`src/hdl/alarm_pkg.sv`:
```
// Constants and encodings shared by the servo alarm manager files
package alarm_pkg;

    // ========================================================
    // Alarm slots
    localparam int N_ALM   = 11;
    localparam int A_HEAT  = 0;
    localparam int A_LOWV  = 1;
    localparam int A_LIM   = 2;
    localparam int A_NEG   = 3;
    localparam int A_POS   = 4;
    localparam int A_CUR   = 5;
    localparam int A_SAVE  = 6;
    localparam int A_CMD   = 7;
    localparam int A_IO    = 8;
    localparam int A_PROG  = 9;
    localparam int A_ESTOP = 10;

    // ========================================================
    // Alarm classes, one bit per slot
    localparam logic [N_ALM-1:0] RESET_OK   = 11'h6ff;
    localparam logic [N_ALM-1:0] FAULT_MASK = 11'h003;
    localparam logic [N_ALM-1:0] ALM_RST    = 11'h000;

    // Display codes as two BCD digits, slot 10 first
    localparam logic [N_ALM-1:0][7:0] ALM_CODE = {
        8'h27, 8'h53, 8'h42, 8'h24, 8'h18, 8'h16,
        8'h15, 8'h14, 8'h13, 8'h11, 8'h01
    };
    localparam logic [7:0] DISP_IDLE = 8'h00;

    // ========================================================
    // Pin inputs
    localparam int NPIN   = 13;
    localparam int P_HEAT = 0;
    localparam int P_LOWV = 1;
    localparam int P_LIM  = 2;
    localparam int P_NEG  = 3;
    localparam int P_POS  = 4;
    localparam int P_CUR  = 5;
    localparam int P_SAVE = 6;
    localparam int P_CMD  = 7;
    localparam int P_IO   = 8;
    localparam int P_PROG = 9;
    localparam int P_STOP = 10;
    localparam int P_CLR  = 11;
    localparam int P_EN   = 12;
    localparam logic [NPIN-1:0] PIN_RST = 13'h0000;

    // ========================================================
    // Blink timing
    localparam int CLK_MHZ      = 125;
    localparam int BLINK_MS     = 250;
    localparam int BLINK_CYC    = BLINK_MS * CLK_MHZ * 1000;
    localparam int CNT_W        = 25;

endpackage

```
`src/hdl/alarm_if.sv`:
```
// Latched alarm set passed from the manager to the display driver
interface alarm_if
    import alarm_pkg::*;
    ();
    logic [N_ALM-1:0] latched;
    logic             any;

    modport mgr  (output latched, output any);
    modport disp (input  latched, input  any);
endinterface

```
`src/hdl/alarm_display.sv`:
```
// Blinking front display driver for the active alarm code
module alarm_display
    import alarm_pkg::*;
#(
    parameter int unsigned BLINK_CYCLES = BLINK_CYC
) (
    input  wire logic       core_clk,
    input  wire logic       reset,
    alarm_if.disp           a,
    output logic [7:0]      disp_code,
    output logic            disp_lit
);

    typedef struct packed {
        logic [CNT_W-1:0] cnt;
        logic             phase;
        logic [7:0]       code;
        logic             lit;
    } disp_state_t;

    disp_state_t q_ff;
    disp_state_t nxt_q;
    logic [7:0]  sel;

    // ========================================================
    // Selection and blink
    // Lowest slot wins, so faults always show ahead of warnings
    always_comb begin
        sel = DISP_IDLE;
        for (int i = N_ALM - 1; i >= 0; i--) begin
            if (a.latched[i]) begin
                sel = ALM_CODE[i];
            end
        end
        nxt_q = q_ff;
        if (!a.any) begin
            nxt_q.cnt   = '0;
            nxt_q.phase = 1'b1;
            nxt_q.code  = DISP_IDLE;
            nxt_q.lit   = 1'b0;
        end else begin
            if (q_ff.cnt == CNT_W'(BLINK_CYCLES - 1)) begin
                nxt_q.cnt   = '0;
                nxt_q.phase = ~q_ff.phase;
            end else begin
                nxt_q.cnt = q_ff.cnt + CNT_W'(1);
            end
            nxt_q.code = sel;
            nxt_q.lit  = nxt_q.phase;
        end
    end

    always_ff @(posedge core_clk) begin
        if (reset) begin
            q_ff <= '{cnt: '0, phase: 1'b1, code: DISP_IDLE, lit: 1'b0};
        end else begin
            q_ff <= nxt_q;
        end
    end

    assign disp_code = q_ff.code;
    assign disp_lit  = q_ff.lit;
endmodule

```
`src/hdl/servo_alarm_manager.sv`:
```
// Servo drive alarm manager: latching, classes, reactions, display
//
// Overview of operation
// - Active alarm code blinks on front display
// - Heat-sink overtemperature is resettable fault, servo off
// - Low supply voltage is resettable fault, servo off
// - Code 13 limit warning stops all rotation
// - Code 14 negative limit blocks reverse motion
// - Code 15 positive limit blocks forward motion
// - Motion command while disabled raises code 24
// - Emergency stop decelerates, keeps servo power
// - Missing motion program raises code 53
// - Code 42 unassigned IO warning, not resettable
// - Codes 16 and 18 only warn, resettable
module servo_alarm_manager
    import alarm_pkg::*;
#(
    parameter int unsigned BLINK_CYCLES = BLINK_CYC
) (
    input  wire logic             core_clk,
    input  wire logic             reset,
    input  wire logic             heat_over,
    input  wire logic             supply_low,
    input  wire logic             limit_any,
    input  wire logic             limit_neg,
    input  wire logic             limit_pos,
    input  wire logic             current_limit,
    input  wire logic             save_fail,
    input  wire logic             motion_cmd,
    input  wire logic             io_unassigned,
    input  wire logic             program_absent,
    input  wire logic             estop,
    input  wire logic             clear_req,
    input  wire logic             enable_req,
    output logic                  servo_en,
    output logic                  inhibit_fwd,
    output logic                  inhibit_rev,
    output logic                  decel_stop,
    output logic                  fault_active,
    output logic [N_ALM-1:0]      alarm_flags,
    output logic [7:0]            disp_code,
    output logic                  disp_lit
);

    typedef struct packed {
        logic [NPIN-1:0]  s1;
        logic [NPIN-1:0]  s2;
        logic             clr_d;
        logic [N_ALM-1:0] latched;
        logic             servo_en;
        logic             inh_fwd;
        logic             inh_rev;
        logic             decel;
        logic             fault;
    } mgr_state_t;

    mgr_state_t       q_ff;
    mgr_state_t       nxt_q;
    logic [NPIN-1:0]  pins;
    logic [N_ALM-1:0] det;
    logic [N_ALM-1:0] nxt_latched;
    logic             clr_pulse;

    alarm_if alm ();

    // ========================================================
    // Pin gathering
    assign pins = {enable_req, clear_req, estop, program_absent,
                   io_unassigned, motion_cmd, save_fail, current_limit,
                   limit_pos, limit_neg, limit_any, supply_low,
                   heat_over};

    // ========================================================
    // Detection
    // All detectors come from synchronised pins; code 24 is also gated by the registered servo_en
    assign det[A_HEAT]  = q_ff.s2[P_HEAT];
    assign det[A_LOWV]  = q_ff.s2[P_LOWV];
    assign det[A_LIM]   = q_ff.s2[P_LIM];
    assign det[A_NEG]   = q_ff.s2[P_NEG];
    assign det[A_POS]   = q_ff.s2[P_POS];
    assign det[A_CUR]   = q_ff.s2[P_CUR];
    assign det[A_SAVE]  = q_ff.s2[P_SAVE];
    assign det[A_CMD]   = q_ff.s2[P_CMD] & ~q_ff.servo_en;
    assign det[A_IO]    = q_ff.s2[P_IO];
    assign det[A_PROG]  = q_ff.s2[P_PROG];
    assign det[A_ESTOP] = q_ff.s2[P_STOP];

    // Rising edge only, so a held button clears once
    assign clr_pulse = q_ff.s2[P_CLR] & ~q_ff.clr_d;

    // ========================================================
    // Per-slot latches
    // A new detection wins over a clear in the same cycle
    for (genvar i = 0; i < N_ALM; i++) begin : g_latch
        assign nxt_latched[i] = det[i] |
            (q_ff.latched[i] & ~(clr_pulse & RESET_OK[i]));
    end

    // ========================================================
    // State update
    always_comb begin
        nxt_q         = q_ff;
        nxt_q.s1      = pins;
        nxt_q.s2      = q_ff.s1;
        nxt_q.clr_d   = q_ff.s2[P_CLR];
        nxt_q.latched = nxt_latched;
        nxt_q.fault   = |(nxt_latched & FAULT_MASK);
        // Servo power is cut only by faults; warnings leave it
        nxt_q.servo_en = q_ff.s2[P_EN] & ~nxt_q.fault;
        nxt_q.inh_fwd  = nxt_latched[A_LIM] | nxt_latched[A_POS];
        nxt_q.inh_rev  = nxt_latched[A_LIM] | nxt_latched[A_NEG];
        nxt_q.decel    = nxt_latched[A_ESTOP];
    end

    always_ff @(posedge core_clk) begin
        if (reset) begin
            q_ff <= '{s1: PIN_RST, s2: PIN_RST, clr_d: 1'b0,
                      latched: ALM_RST, servo_en: 1'b0,
                      inh_fwd: 1'b0, inh_rev: 1'b0, decel: 1'b0,
                      fault: 1'b0};
        end else begin
            q_ff <= nxt_q;
        end
    end

    // ========================================================
    // Outputs and display
    assign servo_en     = q_ff.servo_en;
    assign inhibit_fwd  = q_ff.inh_fwd;
    assign inhibit_rev  = q_ff.inh_rev;
    assign decel_stop   = q_ff.decel;
    assign fault_active = q_ff.fault;
    assign alarm_flags  = q_ff.latched;

    assign alm.latched = q_ff.latched;
    assign alm.any     = |q_ff.latched;

    alarm_display #(
        .BLINK_CYCLES (BLINK_CYCLES)
    ) u_display (
        .core_clk  (core_clk),
        .reset     (reset),
        .a         (alm.disp),
        .disp_code (disp_code),
        .disp_lit  (disp_lit)
    );
endmodule

```
`config.mk`:
```
export PLATFORM = sky130hd
export DESIGN_NAME = servo_alarm_manager
export DESIGN_NICKNAME = d
export VERILOG_FILES = /design/src/hdl/alarm_pkg.sv /design/src/hdl/alarm_if.sv /design/src/hdl/alarm_display.sv /design/src/hdl/servo_alarm_manager.sv
export SDC_FILE = /design/constraint.sdc
export NUM_CORES = 1
export LEC_CHECK = 0
export BUFFER_PORTS_ARGS = -buffer_cell sky130_fd_sc_hd__buf_2
export CAP_MARGIN = 20
export CORE_MARGIN = 2
export CORE_UTILIZATION = 50
export DETAILED_ROUTE_END_ITERATION = 10
export PLACE_DENSITY = 0.71
export SYNTH_ARGS = -nofsm -noshare
export SYNTH_HDL_FRONTEND = slang
export SYNTH_SLANG_ARGS = --single-unit
```
`constraint.sdc`:
```
create_clock -name core_clk -period 3.1 [get_ports core_clk]
set_clock_uncertainty 0.15 [all_clocks]
set_input_delay 0 -clock core_clk [delete_from_list [all_inputs] [get_ports core_clk]]
set_output_delay 0 -clock core_clk [all_outputs]
set_load 0.01 [all_outputs]
```
==> qor.yml <==
power:
  ir_drop_uv: 376.6
  pwr_density_cell_nw_per_um2: 564.0
  power_leakage_nw: 1.290
timing:
  rsz0062_at_grt: "no"
  setup_violations: 0
  period_minus_slack_ns: 2.176
  hold_viol: 0
  maxSlewViolCount: 0
  fin_tns_setup_ns: 0
  slew_headroom_pct: 49.61
  finalCritPeriodShare_pct: 70.20
  worstMarginPinSlew_ns: 0.7558
  max_freq_mhz: 459.5
  fin_ws_ns: 0.9239
placed_design:
  dp.cells: 379
  gp_congestion: 0.7676
  io_buffers: 38
  hpwl_mm: 3.390
  place_ws_ns: 0.9205
hold_path:
  holdPathStages: 2
  min_from: "reset"
  min_path_type: "in -> reg"
worst_setup_path:
  start_kind: "flop"
  rrSetupSlack_ns: 0.92
  critPathKind: "reg -> reg"
  r2r-start: "u_display.q_ff[10]"
  reg2regPathDepth: 6
  cp.arrival_ns: 2.25
  crit_start: "u_display.q_ff[10]"
  crit_fanout: 17
  worstPathRequired_ns: 3.18
  endpoint_kind: "flop"
synthesis:
  ys_types: 45
  ys_seq_area_share_pct: 52.64
  syn_inst: 300
  yosysTopAreaCell: "dfxtp_1"
  synthTopCellsByArea: "dfxtp_1, nor2b_1, buf_4, a21oi_1, nor2_1"
  synth.top_cell.area_share_pct: 52.64
  ys_ff_latch: 76
  synth.cell_area_um2: 2890
  syn_avg_cell_area_um2: 9.634
  synthArstFlopShare_pct: 0
  ys_warn_count: 0
  synth_fp_nets: 316
  ys.flop_type: "dfxtp_1"
  synth-edff-count: 0
cts:
  numCtsBuffers: 9
  clockBufferDepth: 2
  clk_pin_slew_ns: 0.09
  ctsHoldBuffers: 13
  h-tree-depth: 3
  post_cts_buffers: 0
  cts.sinks: 76
  clk-insertion-delay-late_ns: 0.34
  cts_resized: 0
  cts_tree: "built"
  cts-root-buf: "clkbuf_8"
layout:
  drive_above_1_share_pct: 19.40
  n_antenna_cell: 0
  fill_cells: 487
  area_growth_pct: 12.99
  nNetsFinal: 347
  final_cells: 407
route:
  ant_nets: 0
  drt-initial-drc-count: 60
  vias: 2090
  first_pass_iters: 4
  vias_per_cell: 5.135
  drc: 0
  wl_per_cell_um: 12.48
  wirelength_mm: 5.081
die:
  core_um2: 5540
  die_x_um: 80.03
  num_io_pins: 40
  start_util_pct: 52.17
  rows: 27
  die_h_um: 80.03
  dieArea_um2: 6405
grt:
  grt_max_degree: 48
  grt_pass1_wl_mm: 8.769
  first_global_vias: 1970
  gr-total-overflow: 0
  grtUsageTotal_pct: 17.76
  antenna_found_initial: 0
run:
  maxCapViolations: 0
run_status:
  status: "finished, final reports clean"
-- cells by family after synthesis --
logic type                 Yosys count  share of synthesized area [%]
AOI/OAI and AO/OA                   48                          9.827
xor gates and xnor gates            12                          3.636
and+or+nand+nor                    129                          25.76
other                                1                         0.1297
DFF                                 76                          52.64
buffers and inverters               33                          7.575
adders and majority gates            1                         0.4328
-- routing by layer --
metal	vias up	global-route usage (%)	wire length [um]
li1	1078	-	-
met1	968	22.48	2452
met2	37	27.83	2350
met3	7	5.995	216
met4	0	6.949	61
met5	-	0	0
-- power by group --
group	switching, mW	internal [mW]	total [mW]	leakage [nW]
sequential	0.0216	1.02	1.04	0.622
combinational	0.0761	0.0642	0.140	0.585
clock	0.370	0.294	0.664	0.0836
total	0.468	1.37	1.84	1.29
-- worst paths after layout --
path / endpoint
worst max-delay path: u_display.q_ff[22]
worst min-delay path: alarm_flags[6]
worst max register to register: u_display.q_ff[22]
worst min register to register: alarm_flags[6]
-- worst max-delay path, stage by stage (launching register included) --
cell,delay (ns)
dfxtp_1,0.37
ha_1,0.19
and3_1,0.38
nand4_1,0.20
o21ai_2,0.40
buf_4,0.30
nor2_1,0.08
-- cells in the mapped netlist, drive strengths merged (2+ instances only) --
master and instances:
dfxtp 76, nor4 4, or4 5, and3 5
nand2 13, xor2 10, xnor2 2, clkbuf 6
or3 7, nor2b 28, and4 3, o21ai 9
nand4 12, o31ai 5, nor2 32, and2 3
buf 26, nor3b 2, a21oi 27, o21bai 3
nor3 4, nand3 6
-- area by class of cell --
cell class / instances / area, um^2 / area share (%)
Clock buffer: 9 / 123.9 / 3.793
Clock inverter: 6 / 48.80 / 1.494
Inverter: 1 / 3.754 / 0.1149
Multi-Input combinational cell: 191 / 1150 / 35.21
Sequential cell: 76 / 1521 / 46.59
Tap cell: 72 / 90.09 / 2.759
Timing Repair Buffer: 52 / 327.8 / 10.04
-- through the flow --
step	util (%)	power [mW]	cell area (um^2)	hold slack, ns
after floorplan	-	1.163	2890	-0.02182
after global placement	53.48	1.185	2963	0.05896
after detailed placement	53.48	1.188	2963	0.06349
after CTS	58.94	1.859	3266	0.05212
after global routing	58.94	1.923	3266	0.09273
final	58.94	1.842	3266	0.05520
-- cells in the final DEF (no fill, tap or decap), types with 6 or more instances in the layout --
cell	Yosys	final
nor2b_1	28	28
a21oi_1	26	26
dfxtp_1	76	76
dlygate4sd3_1	0	13
clkbuf_8	0	9
nand2_1	12	12
or3_1	6	6
o21ai_0	8	8
buf_2	4	38
nor2_1	32	32
xor2_1	10	10
nand4_1	10	10
-- sequential cells by signal, indices dropped and copies added, names as in the netlist --
name,cells
u_display.q_ff,26
nxt_q,14
alarm_flags,10
det,10
u_display.disp_code,7
q_ff,3
decel_stop,1
fault_active,1
inhibit_fwd,1
inhibit_rev,1
servo_en,1
u_display.disp_lit,1
(Power assumes the default switching activity.)
